$ cat src/rtl/ovr_map.svh
`ifndef OVR_MAP_SVH
`define OVR_MAP_SVH
// Operation
// - both channels share the two thresholds
// - magnitude is abs value, saturating at 127
// - flag set when magnitude reaches threshold
// - per channel: index 1 upper, 0 lower
// - hold length 8 doubling up to 1024 cycles
// - output samples are two's complement
// - single mode also samples on falling edge
// - offset trims per core and input, and per mode for core A only
// - separate full scale setting per input
// - new input selection needs calibration first
`define IDX_CTRL 10'h000
`define IDX_THRESH 10'h001
`define IDX_FS_A 10'h002
`define IDX_FS_B 10'h003
`define IDX_STATUS 10'h004
`define IDX_MASK 10'h005
`define IDX_LIVE 10'h006
`define IDX_TRIM_FIRST 10'h344
`define IDX_TRIM_LAST 10'h349
`define TRIM_A_DUAL 3'h0
`define TRIM_A_SINGLE 3'h2
`define TRIM_B 3'h4
`define CTRL_SINGLE 0
`define CTRL_HOLD_LSB 1
`define CTRL_HOLD_MSB 3
`define CTRL_INSEL 4
`define CTRL_CAL 5
`define THR_LOWER_LSB 8
`define RST_UPPER 8'hE4
`define RST_LOWER 8'h40
`define RST_FS 8'h00
`define HOLD_BASE 11'h008
`define MAG_MAX 7'h7F
`define MOST_NEG 8'h80
`endif

$ cat src/rtl/ovr_pkg.sv
package ovr_pkg;
  typedef struct packed {
    logic [7:0] upper;
    logic [7:0] lower;
  } thresh_t;
  typedef struct packed {
    logic input_sel;
    logic [2:0] hold_sel;
    logic single_mode;
  } ctrl_t;
  function automatic logic [7:0] sat_add(input logic [7:0] s, input logic [7:0] t);
    logic [8:0] sum;
    sum = {s[7], s} + {t[7], t};
    if (sum[8] != sum[7])
    begin
      sum[7:0] = sum[8] ? 8'h80 : 8'h7F;
    end
    return sum[7:0];
  endfunction
endpackage

$ cat src/rtl/overrange_detect_and_trim.sv
// Local design decisions: the address map and the APB register port.
`timescale 1ns/10ps
`include "ovr_map.svh"
module overrange_detect_and_trim
  import ovr_pkg::*;
(
  // clock and reset
  input wire logic pclk,
  input wire logic presetn,
  // apb slave
  input wire logic psel,
  input wire logic penable,
  input wire logic pwrite,
  input wire logic [11:0] paddr,
  input wire logic [31:0] pwdata,
  output logic [31:0] prdata,
  output logic pready,
  output logic pslverr,
  // raw offset-binary core samples
  input wire logic [7:0] core_a_raw,
  input wire logic [7:0] core_b_raw,
  // trimmed samples
  output logic [7:0] chan_a_sample,
  output logic [7:0] chan_b_sample,
  // overrange flags
  output logic chan_a_upper_flag_out,
  output logic chan_a_lower_flag_out,
  output logic chan_b_upper_flag_out,
  output logic chan_b_lower_flag_out,
  // analog front end controls
  output logic [7:0] input_a_full_scale_setting,
  output logic [7:0] input_b_full_scale_setting,
  output logic falling_edge_sampling,
  output logic active_input_select,
  output logic calibration_start,
  // interrupt
  output logic irq
);
  ctrl_t ctrl;
  thresh_t thr;
  logic [3:0] stat;
  logic [3:0] mask;
  logic [3:0] flags_prev;
  logic [7:0] trim [0:5];
  logic [1:0] flag_a;
  logic [1:0] flag_b;

  // bus decode
  wire logic [9:0] idx = paddr[11:2];
  wire logic setup = psel & ~penable;
  wire logic wr_en = psel & penable & pready & pwrite;
  wire logic sel_ctrl = idx == `IDX_CTRL;
  wire logic sel_thr = idx == `IDX_THRESH;
  wire logic sel_fs_a = idx == `IDX_FS_A;
  wire logic sel_fs_b = idx == `IDX_FS_B;
  wire logic sel_stat = idx == `IDX_STATUS;
  wire logic sel_mask = idx == `IDX_MASK;
  wire logic sel_live = idx == `IDX_LIVE;
  wire logic sel_trim = idx >= `IDX_TRIM_FIRST && idx <= `IDX_TRIM_LAST;
  wire logic [2:0] trim_i = 3'(idx - `IDX_TRIM_FIRST);
  wire logic mapped = sel_ctrl | sel_thr | sel_fs_a | sel_fs_b | sel_stat | sel_mask | sel_live | sel_trim;
  wire logic [3:0] flags = {flag_b, flag_a};
  wire logic [31:0] rd_mux =
    sel_ctrl ? {27'h0, ctrl} :
    sel_thr ? {16'h0, thr.lower, thr.upper} :
    sel_fs_a ? {24'h0, input_a_full_scale_setting} :
    sel_fs_b ? {24'h0, input_b_full_scale_setting} :
    sel_stat ? {28'h0, stat} :
    sel_mask ? {28'h0, mask} :
    sel_live ? {27'h0, active_input_select, flags} :
    sel_trim ? {24'h0, trim[trim_i]} : 32'h0;

  // events and interrupt
  wire logic [3:0] ev = flags & ~flags_prev;
  wire logic [3:0] clr = (wr_en && sel_stat) ? pwdata[3:0] : 4'h0;
  wire logic [3:0] next_stat = (stat & ~clr) | ev;
  wire logic [3:0] next_mask = (wr_en && sel_mask) ? pwdata[3:0] : mask;

  // trim selection: dual mode gives core A its own dual trim and core B the input B trim
  wire logic [2:0] a_sel = ctrl.single_mode ? `TRIM_A_SINGLE + 3'(active_input_select) : `TRIM_A_DUAL;
  wire logic [2:0] b_sel = `TRIM_B + 3'(ctrl.single_mode ? active_input_select : 1'b1);
  wire logic [7:0] trim_a_sel = trim[a_sel];
  wire logic [7:0] trim_b_sel = trim[b_sel];

  always_ff @(posedge pclk or negedge presetn)
  begin
    if (!presetn)
    begin
      pready <= 1'b0;
      pslverr <= 1'b0;
      prdata <= 32'h0;
    end
    else
    begin
      pready <= setup;
      pslverr <= setup & ~mapped;
      prdata <= (setup && !pwrite) ? rd_mux : 32'h0;
    end
  end

  always_ff @(posedge pclk or negedge presetn)
  begin
    if (!presetn)
    begin
      ctrl <= '0;
      thr <= '{upper: `RST_UPPER, lower: `RST_LOWER};
      input_a_full_scale_setting <= `RST_FS;
      input_b_full_scale_setting <= `RST_FS;
      for (int i = 0; i < 6; i++)
        trim[i] <= 8'h00;
    end
    else if (wr_en)
    begin
      if (sel_ctrl)
        ctrl <= ctrl_t'(pwdata[`CTRL_INSEL:`CTRL_SINGLE]);
      if (sel_thr)
        thr <= '{upper: pwdata[7:0], lower: pwdata[`THR_LOWER_LSB+7:`THR_LOWER_LSB]};
      if (sel_fs_a)
        input_a_full_scale_setting <= pwdata[7:0];
      if (sel_fs_b)
        input_b_full_scale_setting <= pwdata[7:0];
      if (sel_trim)
        trim[trim_i] <= pwdata[7:0];
    end
  end

  always_ff @(posedge pclk or negedge presetn)
  begin
    if (!presetn)
    begin
      stat <= 4'h0;
      mask <= 4'h0;
      flags_prev <= 4'h0;
      irq <= 1'b0;
      calibration_start <= 1'b0;
      active_input_select <= 1'b0;
      falling_edge_sampling <= 1'b0;
    end
    else
    begin
      stat <= next_stat;
      mask <= next_mask;
      flags_prev <= flags;
      irq <= |(next_stat & next_mask);
      calibration_start <= wr_en & sel_ctrl & pwdata[`CTRL_CAL];
      if (calibration_start)
        active_input_select <= ctrl.input_sel;
      falling_edge_sampling <= ctrl.single_mode;
    end
  end

  offset_trim_stage trim_a (
    .pclk(pclk),
    .presetn(presetn),
    .raw_sample(core_a_raw),
    .trim(trim_a_sel),
    .sample(chan_a_sample)
  );

  offset_trim_stage trim_b (
    .pclk(pclk),
    .presetn(presetn),
    .raw_sample(core_b_raw),
    .trim(trim_b_sel),
    .sample(chan_b_sample)
  );

  // same thresholds and hold length for both channels
  overrange_channel ovr_a (
    .pclk(pclk),
    .presetn(presetn),
    .sample(chan_a_sample),
    .thr(thr),
    .hold_sel(ctrl.hold_sel),
    .flag(flag_a)
  );

  overrange_channel ovr_b (
    .pclk(pclk),
    .presetn(presetn),
    .sample(chan_b_sample),
    .thr(thr),
    .hold_sel(ctrl.hold_sel),
    .flag(flag_b)
  );

  // index 1 upper, index 0 lower per channel
  assign chan_a_upper_flag_out = flag_a[1];
  assign chan_a_lower_flag_out = flag_a[0];
  assign chan_b_upper_flag_out = flag_b[1];
  assign chan_b_lower_flag_out = flag_b[0];
endmodule

$ cat src/rtl/offset_trim_stage.sv
`timescale 1ns/10ps
`include "ovr_map.svh"
module offset_trim_stage
  import ovr_pkg::*;
(
  // clock and reset
  input wire logic pclk,
  input wire logic presetn,
  // raw offset-binary sample and trim
  input wire logic [7:0] raw_sample,
  input wire logic [7:0] trim,
  // trimmed two's complement sample
  output logic [7:0] sample
);
  wire logic [7:0] twos = {~raw_sample[7], raw_sample[6:0]};

  always_ff @(posedge pclk or negedge presetn)
  begin
    if (!presetn)
      sample <= 8'h00;
    else
      sample <= sat_add(twos, trim);
  end
endmodule

$ cat src/rtl/overrange_channel.sv
`timescale 1ns/10ps
`include "ovr_map.svh"
module overrange_channel
  import ovr_pkg::*;
(
  // clock and reset
  input wire logic pclk,
  input wire logic presetn,
  // sample and settings
  input wire logic [7:0] sample,
  input wire thresh_t thr,
  input wire logic [2:0] hold_sel,
  // flags: bit 1 upper, bit 0 lower
  output logic [1:0] flag
);
  logic [1:0][10:0] cnt;
  wire logic [6:0] neg_mag = 7'(8'h00 - sample);
  wire logic [6:0] mag = !sample[7] ? sample[6:0] :
    (sample == `MOST_NEG) ? `MAG_MAX : neg_mag;
  wire logic [1:0] hit = {{1'b0, mag} >= thr.upper, {1'b0, mag} >= thr.lower};
  wire logic [10:0] hold_len = `HOLD_BASE << hold_sel;

  always_ff @(posedge pclk or negedge presetn)
  begin
    if (!presetn)
    begin
      cnt <= '0;
      flag <= 2'h0;
    end
    else
    begin
      for (int i = 0; i < 2; i++)
      begin
        if (hit[i])
        begin
          cnt[i] <= hold_len - 11'h001;
          flag[i] <= 1'b1;
        end
        else if (cnt[i] != 11'h000)
          cnt[i] <= cnt[i] - 11'h001;
        else
          flag[i] <= 1'b0;
      end
    end
  end
endmodule

$ cat config.mk
export PLATFORM = sky130hd
export DESIGN_NAME = overrange_detect_and_trim
export DESIGN_NICKNAME = d
export VERILOG_FILES = /design/src/rtl/ovr_pkg.sv /design/src/rtl/overrange_detect_and_trim.sv /design/src/rtl/offset_trim_stage.sv /design/src/rtl/overrange_channel.sv
export VERILOG_INCLUDE_DIRS = /design/src /design/src/rtl
export SDC_FILE = /design/constraint.sdc
export NUM_CORES = 1
export LEC_CHECK = 0
export ABC_AREA = 1
export BUFFER_PORTS_ARGS = -buffer_cell sky130_fd_sc_hd__buf_4
export CORE_AREA = 4 4 147 149
export CTS_CLUSTER_DIAMETER = 80
export DETAILED_ROUTE_END_ITERATION = 6
export DIE_AREA = 0 0 151 153
export HOLD_SLACK_MARGIN = 0.15
export PLACE_DENSITY = 0.85
export SLEW_MARGIN = 30
export SYNTH_ARGS = -nofsm -noshare
export SYNTH_HDL_FRONTEND = slang
export SYNTH_SLANG_ARGS = --single-unit
$ cat constraint.sdc
create_clock -name pclk -period 2.8 [get_ports pclk]
set_input_delay 0.28 -clock pclk [delete_from_list [all_inputs] [get_ports pclk]]
set_output_delay 0.28 -clock pclk [all_outputs]
set_load 0.02 [all_outputs]
* Yosys cells after proc, flatten, opt, wreduce, memory -nomap -nowiden
Index checks and enable logic that the tools add are counted.
Word-level totals: register bits 183, bits in latches 0, memory bits (writable) 0, memory bits (read-only) 0, input port bits 65, output and inout bits 74, word-level logic and storage cells 167, memories kept 0
Operators by class: add/sub/neg operators 12, $mul 0, div/mod/pow operators 0, $lt $le $gt $ge 10, equality and inequality tests 14, shift operators 1, muxes and demuxes 49, bitwise logic cells 27, reduce and logical (&&, ||, !) cells 21
Operators by type and width (number):
- $mux W8 | 17
- $mux W11 | 8
- $bmux W8 S3 | 3
- $sub A11 B1 Y11 const B | 5
- $bwmux W48 | 1
- $mux W16 | 3
- $reduce_bool A11 Y1 | 4
- $ge A7 B8 Y1 | 4
- $eq A10 B3 Y1 const B | 3
- $mux W7 | 4
- $demux W8 S3 | 1
- $eq A10 B2 Y1 const B | 2
- $add A8 B8 Y9 | 2
- $eq A8 B8 Y1 const B | 2
- $sub A1 B7 Y7 const A | 2
- $and A4 B4 Y4 | 3
- $ge A4 B4 Y1 const B | 3
- $not A3 Y4 | 3
- $shl A4 B3 Y11 const A | 1
- $eq A10 B1 Y1 const B | 1
- $ge A10 B10 Y1 const B | 1
- $le A10 B10 Y1 const B | 1
- $logic_not A10 Y1 | 1
- $reduce_and A2 Y1 | 5
- other kinds (18) | 54

* Depth between registers and ports, before layout
Gate-level depths: netlist of run 1.
word-level depth 14, depth in mapped cells 21, depth with buffers taken out 21

* By module
Synthesis of run 1 repeated with hierarchy kept, for this count alone.
Second synthesis, totals: cell total of the unflattened synthesis 1468, area, all modules 11292.1 um2
Modules (own cells, without submodules):
- overrange_detect_and_trim | times used 1, cells each 682, area an instance 5766.8 um2, sequential area each 2984.1 um2
- overrange_channel | times used 2, cells each 292, area an instance 2054.5 um2, sequential area each 600.6 um2
- offset_trim_stage | times used 2, cells each 101, area an instance 708.2 um2, sequential area each 200.2 um2

* Worst setup path after synthesis of run 1
OpenSTA, ideal clock, no wires.
path kind register to register, start register trim_b.sample[1], end register ovr_b.cnt[18] (netlist name), library setup time 0.125 ns, arrival time 2.645 ns, required time 2.675 ns, path slack 0.030 ns, stages on the path, launching flop included 22, path buffers 0, period minus slack after synthesis 2.770 ns, cell sequence dfrtp_1 -> inv_1 -> ha_1 -> inv_1 -> nor3_1 -> inv_1 -> nor3_1 -> inv_1 -> nor2_1 -> inv_1 -> a31oi_1 -> ha_1 -> nand2_1 -> inv_1 -> o21ai_0 -> nand2_1 -> nand2_1 -> nand3_1 -> nor2_1 -> inv_1 -> o22ai_1 -> nor2_1
On the way: cells in the longest elaborated chain, start to end 5, elaborated cells between the ends (all ways) 7, those cells by class 1 x add/sub; 1 x order compare; 1 x eq/ne; 3 x mux; 1 x reduce/logical
Ends and longest elaborated chain:
- start: declaration | RTL line offset_trim_stage.sv:13 | output logic [7:0] sample
- start signal: assignment | RTL line offset_trim_stage.sv:22 | sample <= sat_add(twos, trim);
- $sub A1 B7 Y7 or $eq A8 B8 Y1 (tied branches)
- $mux W7 | RTL line overrange_channel.sv:19 | (sample == `MOST_NEG) ? `MAG_MAX : neg_mag;
- $mux W7 (*) | RTL line overrange_channel.sv:18 | wire logic [6:0] mag = !sample[7] ? sample[6:0] :
- $ge A7 B8 Y1 (*) | RTL line overrange_channel.sv:20 | wire logic [1:0] hit = {{1'b0, mag} >= thr.upper, {1'b0, mag} >= thr.lower};
- $mux W11 or $reduce_bool A2 Y1 (tied branches)
- end signal: indexed assignment | RTL line overrange_channel.sv:36 | cnt[i] <= hold_len - 11'h001;
- end signal: indexed assignment | RTL line overrange_channel.sv:40 | cnt[i] <= cnt[i] - 11'h001;
- end: declaration | RTL line overrange_channel.sv:16 | logic [1:0][10:0] cnt;
Every way passes the cells marked *; elsewhere a longest branch is shown, timed or not. A chain may end at the register's enable or synchronous reset.

* Final worst setup path of run 1
start register trim_a.sample[1], end register ovr_a.cnt[4] (netlist name)
On the way: cells in the longest elaborated chain, start to end 5, elaborated cells between the ends (all ways) 7, those cells by class 1 x add/sub; 1 x order compare; 1 x eq/ne; 3 x mux; 1 x reduce/logical
Ends and longest elaborated chain (RTL line):
- start: declaration | offset_trim_stage.sv:13
- start signal: assignment | offset_trim_stage.sv:22
- $sub A1 B7 Y7 or $eq A8 B8 Y1 (tied branches)
- $mux W7 | overrange_channel.sv:19
- $mux W7 (*) | overrange_channel.sv:18
- $ge A7 B8 Y1 (*) | overrange_channel.sv:20
- $mux W11 or $reduce_bool A2 Y1 (tied branches)
- end signal: indexed assignment | overrange_channel.sv:36
- end signal: indexed assignment | overrange_channel.sv:40
- end: declaration | overrange_channel.sv:16
Marked as above.

==> out/results.ini, run 1 <==
[sta]
fin_crit_sh = 1.01
grt_setup_unrepaired = true
slew_headroom = 0.517
timing.final.max_slew_violations = 0
holdWs_ns = 0.170
postLayoutSetupSlackWorst_ns = -0.0276
finalWorstPathRequiredPeriod_ns = 2.83
finalSetupViolCount = 5
tightest_slew_ns = 0.723
hold_violations = 0
highest_clock_frequency_the_design_can_meet_ghz = 0.354
fin_skew_ns = 0.0102
setup_tns_ns = -0.0878

[final_layout]
final_core_utilization = 0.652
final_cell_mix = sky130_fd_sc_hd__nand2_1, sky130_fd_sc_hd__inv_1, sky130_fd_sc_hd__dfrtp_1
mostFrequentLayoutCell = sky130_fd_sc_hd__nand2_1
area.growth.synth_to_final_pct = 24.0
final_antenna_diode_count = 0
final_layout_size_suffix_gt1_frac = 0.211
finalNetCount = 1637

[synth]
syn-cell-area_um2 = 10600
main_combinational_cell_family_by_area_after_synthesis = simple AND/OR/NAND/NOR gates
synth_seq_area_share = 0.432
ys_ff_latch = 183
yosys_most_used_dff = sky130_fd_sc_hd__dfrtp_1
synth_simple_gate_area_share = 0.224
synth_xor_xnor_area_share = 0.0322
post_synth_mux_area_share = 0.0172
synth-async-reset-ratio = 1.00
postSynthCellCount = 1353
syn_area_per_cell_um2 = 7.84
fraction_of_the_mapped_netlist_area_in_compound_gates = 0.125
synth_fa_ha_area_frac = 0.0627
synth_enable_flop_cells = 0
netlist-cell-type-count = 49
synth-warning-count = 0

[global_route]
grt_antenna_before_repair = 0
grt_start_max_net_pins = 73
grt_overflow = 0
globalRouteTotalUtil = 0.253
first_global_vias = 9402
grt_pass1_wl_um = 46600

[placed_design]
pre_cts_ws_ns = -0.307
number_of_buffers_added_on_ports = 104
place_congestion = 0.946
detailedPlacementHpwl_um = 21500

[setup_path]
crit_fanout = 5
crit_path_end_kind = register
worstSetupStartpointType = register
worst-setup-path-type = register to register
timing.critical_path.arrival_ns = 3.17
worstPathRequired_ns = 3.14

[pwr]
vdd_ir_drop_max_uv = 391
power.switching_w = 0.00230
combinationalPowerShare = 0.246
power_frac_clock = 0.329
p_int_w = 0.00490
power.sequential.fraction = 0.425
p_leak_nw = 6.66
switching_share = 0.320
power_density_nw_per_um2 = 547

[clock_tree]
tritoncts = done
htreeDepth = 4
clk_latency_ns = 0.44
cts.path.max_buffers = 2
cts_sinks = 183
cts.reportedPaths.clkPinSlew_ns = 0.07
clk_root_buffer_cell = sky130_fd_sc_hd__clkbuf_16
cts_inserted_buffers = 17

[floorplanning]
pin_count = 139
die-height_um = 153
core_region_area_um2 = 20200
floorplan.rows = 52
floorplan.die_area_um2 = 23100
start_util = 0.526
die_w_um = 151

[hold_path]
hold_path.class = primary input to register

[drt]
postRouteAntennaNets = 0
drt-wirelength-per-cell_um = 16.6
dr.first_iter.drc_count = 857
drc_violation_count_after_routing = 0
finalWirelength_um = 29900
dr.pass1.iters = 6
drt-vias-per-instance = 5.40
num_vias = 9741

[run_status]
failed_checks = setup timing
status = finished, violations left

[run]
timing.max_cap.violations = 0

[worst paths after layout]
| check | endpoint | slack [ns] | cells past startpoint | startpoint |
|---|---|---|---|---|
| setup / recovery | ovr_a.cnt[4] | -0.03 | 18 | trim_a.sample[1] |
| hold / removal | pready | 0.17 | 3 | psel |
| setup reg to reg | ovr_a.cnt[4] | -0.03 | 18 | trim_a.sample[1] |
| hold reg to reg | stat[1] | 0.48 | 1 | flags_prev[1] |
| max in group asynchronous | trim[33] | 1.62 | 3 | presetn |
| min in group asynchronous | ovr_b.cnt[10] | 0.41 | 2 | presetn |
[final cells by class]
type	instances	area [µm²]
fill	1577	7010
tap	270	338
clock inverter	14	141
sequential	183	4590
timing repair buffer	172	1420
clock buffer	18	439
multi-input combinational	916	5350
inverter	230	882
[sequential cells by signal, indices dropped and copies added, names as in the netlist, 2 cells and up]
name	cells
ovr_b.cnt	22
ctrl	5
ovr_a.cnt	22
input_b_full_scale_setting	8
mask	4
trim_a.sample	8
trim_b.sample	8
flags_prev	4
stat	4
ovr_b.flag	2
ovr_a.flag	2
thr	16
prdata	16
trim	48
input_a_full_scale_setting	8
[through the flow]
step | instance area [µm²] | std cells | power [W]
6_report | 13200 | 1803 | 0.00720
5_1_grt | 13200 | 1803 | 0.00755
4_1_cts | 12700 | 1795 | 0.00695
3_5_place_dp | 11900 | 1744 | 0.00455
2_1_floorplan | 10700 | 1368 | 0.00403
3_3_place_gp | 11900 | 1744 | 0.00449
[power by group through the flow]
stage / Combinational, W / Clock [W] / Sequential (W)
after global routing: 0.00195 / 0.00252 / 0.00308
after detailed placement: 0.00146 / 0 / 0.00309
after floorplan: 0.000924 / 0 / 0.00310
after global placement: 0.00141 / 0 / 0.00308
after CTS: 0.00152 / 0.00238 / 0.00305
final: 0.00177 / 0.00237 / 0.00306
[critical path, stage by stage, from the launching register on]
cell and delay [ns]:
sky130_fd_sc_hd__dfrtp_1 0.39, sky130_fd_sc_hd__inv_2 0.09, sky130_fd_sc_hd__ha_4 0.13, sky130_fd_sc_hd__inv_2 0.04
sky130_fd_sc_hd__nor3_2 0.09, sky130_fd_sc_hd__inv_1 0.08, sky130_fd_sc_hd__nor3_2 0.22, sky130_fd_sc_hd__inv_1 0.11
sky130_fd_sc_hd__nor2_4 0.15, sky130_fd_sc_hd__inv_1 0.12, sky130_fd_sc_hd__buf_4 0.15, sky130_fd_sc_hd__nand2_2 0.09
sky130_fd_sc_hd__ha_1 0.24, sky130_fd_sc_hd__nand2_1 0.09, sky130_fd_sc_hd__o21ai_1 0.08, sky130_fd_sc_hd__nand2_1 0.11
sky130_fd_sc_hd__nand3_4 0.16, sky130_fd_sc_hd__buf_6 0.19, sky130_fd_sc_hd__a211oi_2 0.22
[cell usage after synthesis (3+ instances only)]
master	instances	share of area
sky130_fd_sc_hd__nor2_4	9	0.0096
sky130_fd_sc_hd__mux2i_1	16	0.015
sky130_fd_sc_hd__or2_2	14	0.0083
sky130_fd_sc_hd__buf_6	5	0.0053
sky130_fd_sc_hd__xor2_1	29	0.024
sky130_fd_sc_hd__dfstp_2	5	0.012
sky130_fd_sc_hd__buf_2	7	0.0033
sky130_fd_sc_hd__a211oi_1	5	0.0035
sky130_fd_sc_hd__nor4_1	4	0.0024
sky130_fd_sc_hd__a21oi_1	90	0.042
sky130_fd_sc_hd__nand4_1	15	0.0088
sky130_fd_sc_hd__a31oi_1	5	0.0029
sky130_fd_sc_hd__ha_1	50	0.059
sky130_fd_sc_hd__dfrtp_1	178	0.42
sky130_fd_sc_hd__clkbuf_1	9	0.0032
sky130_fd_sc_hd__buf_4	18	0.013
sky130_fd_sc_hd__nand2_1	292	0.10
sky130_fd_sc_hd__nor3_1	23	0.011
sky130_fd_sc_hd__o21ai_0	105	0.050
sky130_fd_sc_hd__nor2_2	4	0.0024
sky130_fd_sc_hd__nand3_1	44	0.021
sky130_fd_sc_hd__o22ai_1	22	0.013
sky130_fd_sc_hd__xnor2_1	10	0.0083
sky130_fd_sc_hd__o211ai_1	7	0.0050
sky130_fd_sc_hd__inv_2	3	0.0011
sky130_fd_sc_hd__nor2_1	126	0.045
sky130_fd_sc_hd__a22oi_1	3	0.0021
sky130_fd_sc_hd__inv_1	223	0.079
[logic make-up (layout without fill, tap and decap cells)]
| family | count (synthesis) | in the layout |
|---|---|---|
| other cells | 1 | 16 |
| mux | 18 | 18 |
| fa+ha+maj | 52 | 52 |
| flops | 183 | 183 |
| buf+inv | 269 | 434 |
| xor+xnor | 39 | 39 |
| compound gates | 245 | 245 |
| simple gates | 546 | 546 |
[routing by layer]
metal / part of all wire / GRT usage / vias up / wire, µm
li1: - / - / 4643 / -
met1: 0.40 / 0.320 / 4619 / 11800
met2: 0.51 / 0.430 / 406 / 15100
met3: 0.067 / 0.0495 / 73 / 2000
met4: 0.031 / 0.0915 / 0 / 941
met5: 0 / 0 / - / 0
[repair_timing]
action / CTS / global route
pin swaps: 4 / 25
endpoints found under the setup margin: 56 / 61
hold endpoints to repair: 118 / 0
gates cloned: 0 / 1
resized for setup: 15 / 124
setup buffers: 1 / 8
hold buffers: 18 / 0
(Power assumes the default switching activity.)
==> run 2: changes to the inputs <==
- CORE_AREA: 4 4 147 149 -> 4 4 188 117
- DIE_AREA: 0 0 151 153 -> 0 0 192 121
- REMOVE_ABC_BUFFERS: unset -> 1
==> run 2 against run 1 <==
The run still ends with setup timing left. Critical path depth grew 1. Final cell count grew 1.3%. Clock skew is essentially flat. Power grew 1.6%. Routed wire length grew 4.3%. Worst setup slack lost 0.026 ns. Critical path type unchanged. Global-route usage grew 1.2 points. Non-clock buffer count grew 14. Clock-buffer cell count is the same. Maximum frequency shrank 0.90%. Cell area grew 0.37%.
==> out/results.ini, run 2 (synthesis gave the netlist of run 1 again) <==
[sta]
finalSetupViolCount = 6  ; was 5
fin_crit_sh = 1.02  ; was 1.01
tightest_slew_ns = 0.654  ; was 0.723 ns
postLayoutSetupSlackWorst_ns = -0.0532  ; was -0.0276 ns
setup_tns_ns = -0.153  ; was -0.0878 ns
fin_skew_ns = 0.0105  ; was 0.0102 ns
finalWorstPathRequiredPeriod_ns = 2.85  ; was 2.83 ns
timing.final.max_slew_violations = 0  ; unchanged
hold_violations = 0  ; unchanged
slew_headroom = 0.559  ; was 0.517
grt_setup_unrepaired = true  ; unchanged
highest_clock_frequency_the_design_can_meet_ghz = 0.350  ; was 0.354 GHz

[hold_path]
hold_path.class = primary input to register  ; unchanged
hold_start = pwdata[11]  ; was psel

[drt]
postRouteAntennaNets = 0  ; unchanged
drc_violation_count_after_routing = 0  ; unchanged
num_vias = 9988  ; was 9741
drt-wirelength-per-cell_um = 17.1  ; was 16.6 µm
finalWirelength_um = 31200  ; was 29900 µm
dr.pass1.iters = 6  ; unchanged
drt-vias-per-instance = 5.47  ; was 5.40
dr.first_iter.drc_count = 1116  ; was 857

[clock_tree]
htreeDepth = 4  ; unchanged
clk_root_buffer_cell = sky130_fd_sc_hd__clkbuf_16  ; unchanged
cts_inserted_buffers = 17  ; unchanged
cts.reportedPaths.clkPinSlew_ns = 0.08  ; was 0.07 ns
clk_latency_ns = 0.44  ; about the same
cts_sinks = 183  ; unchanged
cts.path.max_buffers = 2  ; unchanged
tritoncts = done  ; unchanged

[global_route]
grt_start_max_net_pins = 70  ; was 73
grt_antenna_before_repair = 0  ; unchanged
first_global_vias = 9437  ; was 9402
globalRouteTotalUtil = 0.265  ; was 0.253
grt_overflow = 0  ; unchanged
grt_pass1_wl_um = 48400  ; was 46600 µm

[final_layout]
final_antenna_diode_count = 0  ; unchanged
final_core_utilization = 0.645  ; was 0.652
final_layout_size_suffix_gt1_frac = 0.213  ; was 0.211
number_of_flip_flops_in_the_largest_register = 48  ; unchanged
final_cell_mix = sky130_fd_sc_hd__nand2_1, sky130_fd_sc_hd__inv_1, sky130_fd_sc_hd__dfrtp_1  ; unchanged
mostFrequentLayoutCell = sky130_fd_sc_hd__nand2_1  ; unchanged
largest_register = trim  ; unchanged
finalNetCount = 1651  ; was 1637
largest_regs = trim x48, ovr_a.cnt x22, ovr_b.cnt x22  ; unchanged
area.growth.synth_to_final_pct = 24.4  ; was 24.0%

[floorplanning]
start_util = 0.518  ; was 0.526
die_w_um = 192  ; was 151 µm
floorplan.rows = 41  ; was 52
core_region_area_um2 = 20500  ; was 20200 µm²
floorplan.die_area_um2 = 23200  ; was 23100 µm²
die-height_um = 121  ; was 153 µm
pin_count = 139  ; unchanged

[setup_path]
startpoint_of_the_worst_register_to_register_path = trim_a.sample[1]  ; unchanged
crit_fanout = 7  ; was 5
worstPathRequired_ns = 3.14  ; about the same
crit_path_end_kind = register  ; unchanged
worstSetupStartpointType = register  ; unchanged
timing.critical_path.arrival_ns = 3.19  ; was 3.17 ns
worst-setup-path-type = register to register  ; unchanged
setup.worst_path.start = trim_a.sample[1]  ; unchanged

[pwr]
power_density_nw_per_um2 = 554  ; was 547 nW/µm²
vdd_ir_drop_max_uv = 486  ; was 391 µV
p_leak_nw = 6.71  ; was 6.66 nW

[placed_design]
number_of_buffers_added_on_ports = 104  ; unchanged
place_congestion = 0.919  ; was 0.946
detailedPlacementHpwl_um = 22400  ; was 21500 µm

[run_status]
failed_checks = setup timing  ; unchanged
status = finished, violations left  ; unchanged

[run]
timing.max_cap.violations = 0  ; unchanged

==> run 2: changes by cell type in the layout (fill, tap and decap cells not counted), sizes merged <==
cell	before	now
clkinvlp	4	3
bufinv	1	2
inv	233	236
clkinv	6	3
buf	154	168
==> run 2: critical path, cell delays in order, from the launching register on <==
cell and delay [ns]:
sky130_fd_sc_hd__dfrtp_1 0.39, sky130_fd_sc_hd__inv_2 0.09, sky130_fd_sc_hd__ha_4 0.13, sky130_fd_sc_hd__inv_2 0.04, sky130_fd_sc_hd__nor3_2 0.16, sky130_fd_sc_hd__inv_1 0.09
sky130_fd_sc_hd__nor3_2 0.20, sky130_fd_sc_hd__inv_1 0.10, sky130_fd_sc_hd__nor2_4 0.16, sky130_fd_sc_hd__nor3_2 0.07, sky130_fd_sc_hd__a21oi_2 0.17, sky130_fd_sc_hd__ha_1 0.28
sky130_fd_sc_hd__a21oi_1 0.13, sky130_fd_sc_hd__o21ai_1 0.08, sky130_fd_sc_hd__nand2_1 0.07, sky130_fd_sc_hd__nand3_2 0.12, sky130_fd_sc_hd__buf_6 0.17, sky130_fd_sc_hd__buf_4 0.14
sky130_fd_sc_hd__a21oi_2 0.10, sky130_fd_sc_hd__nand2_1 0.05
==> run 2: stage by stage <==
stage | cell area [µm²] | hold WS (ns) | cells | total power [W] | worst slack (ns)
6_report | 13200 | 0.175 | 1826 | 0.00732 | -0.0532
5_1_grt | 13200 | 0.195 | 1826 | 0.00764 | -0.181
4_1_cts | 12800 | 0.168 | 1813 | 0.00707 | 0.00133
3_5_place_dp | 12000 | 0.314 | 1763 | 0.00457 | -0.127
3_3_place_gp | 12000 | 0.310 | 1763 | 0.00449 | -0.0814
2_1_floorplan | 10400 | -0.0156 | 1329 | 0.00400 | -0.129
==> run 2: final cells by class <==
cell class	instances	area (µm²)
clock inverters	14	163
flip-flops and latches	183	4590
multi-input cells	916	5280
well taps	279	349
inverters	230	871
fillers	1617	7260
clock buffers	18	429
repair buffers	186	1520
==> run 2: worst paths after layout <==
path	to	slack, ns	cells after the start
max	ovr_a.cnt[0]	-0.05	19
min in group asynchronous	trim_a.sample[4]	0.39	2
max in group asynchronous	thr[6]	1.63	3
max reg2reg	ovr_a.cnt[0]	-0.05	19
min reg2reg	stat[3]	0.46	1
min	thr[3]	0.17	3
==> run 2: report_power, final <==
group	internal [W]	total, W	switching, W
sequential	0.00287	0.00307	0.000206
combinational	0.000740	0.00176	0.00102
clock	0.00134	0.00249	0.00115
total	0.00495	0.00732	0.00237
==> run 2: metal layers <==
| metal | wire [µm] | up-vias | global-route usage |
|---|---|---|---|
| met2 | 13900 | 542 | 0.405 |
| li1 | - | 4666 | - |
| met3 | 3350 | 59 | 0.0635 |
| met1 | 13400 | 4721 | 0.384 |
| met4 | 571 | 0 | 0.0659 |
| met5 | 0 | - | 0 |
==> run 2: timing repair <==
| item | in CTS | in global routing |
|---|---|---|
| setup endpoints to repair | 36 | 63 |
| gates cloned | 0 | 1 |
| gates resized for setup | 10 | 117 |
| hold buffers | 18 | 0 |
| hold endpoints to repair | 112 | 0 |
| setup buffers | 0 | 13 |
| pin swaps | 2 | 27 |
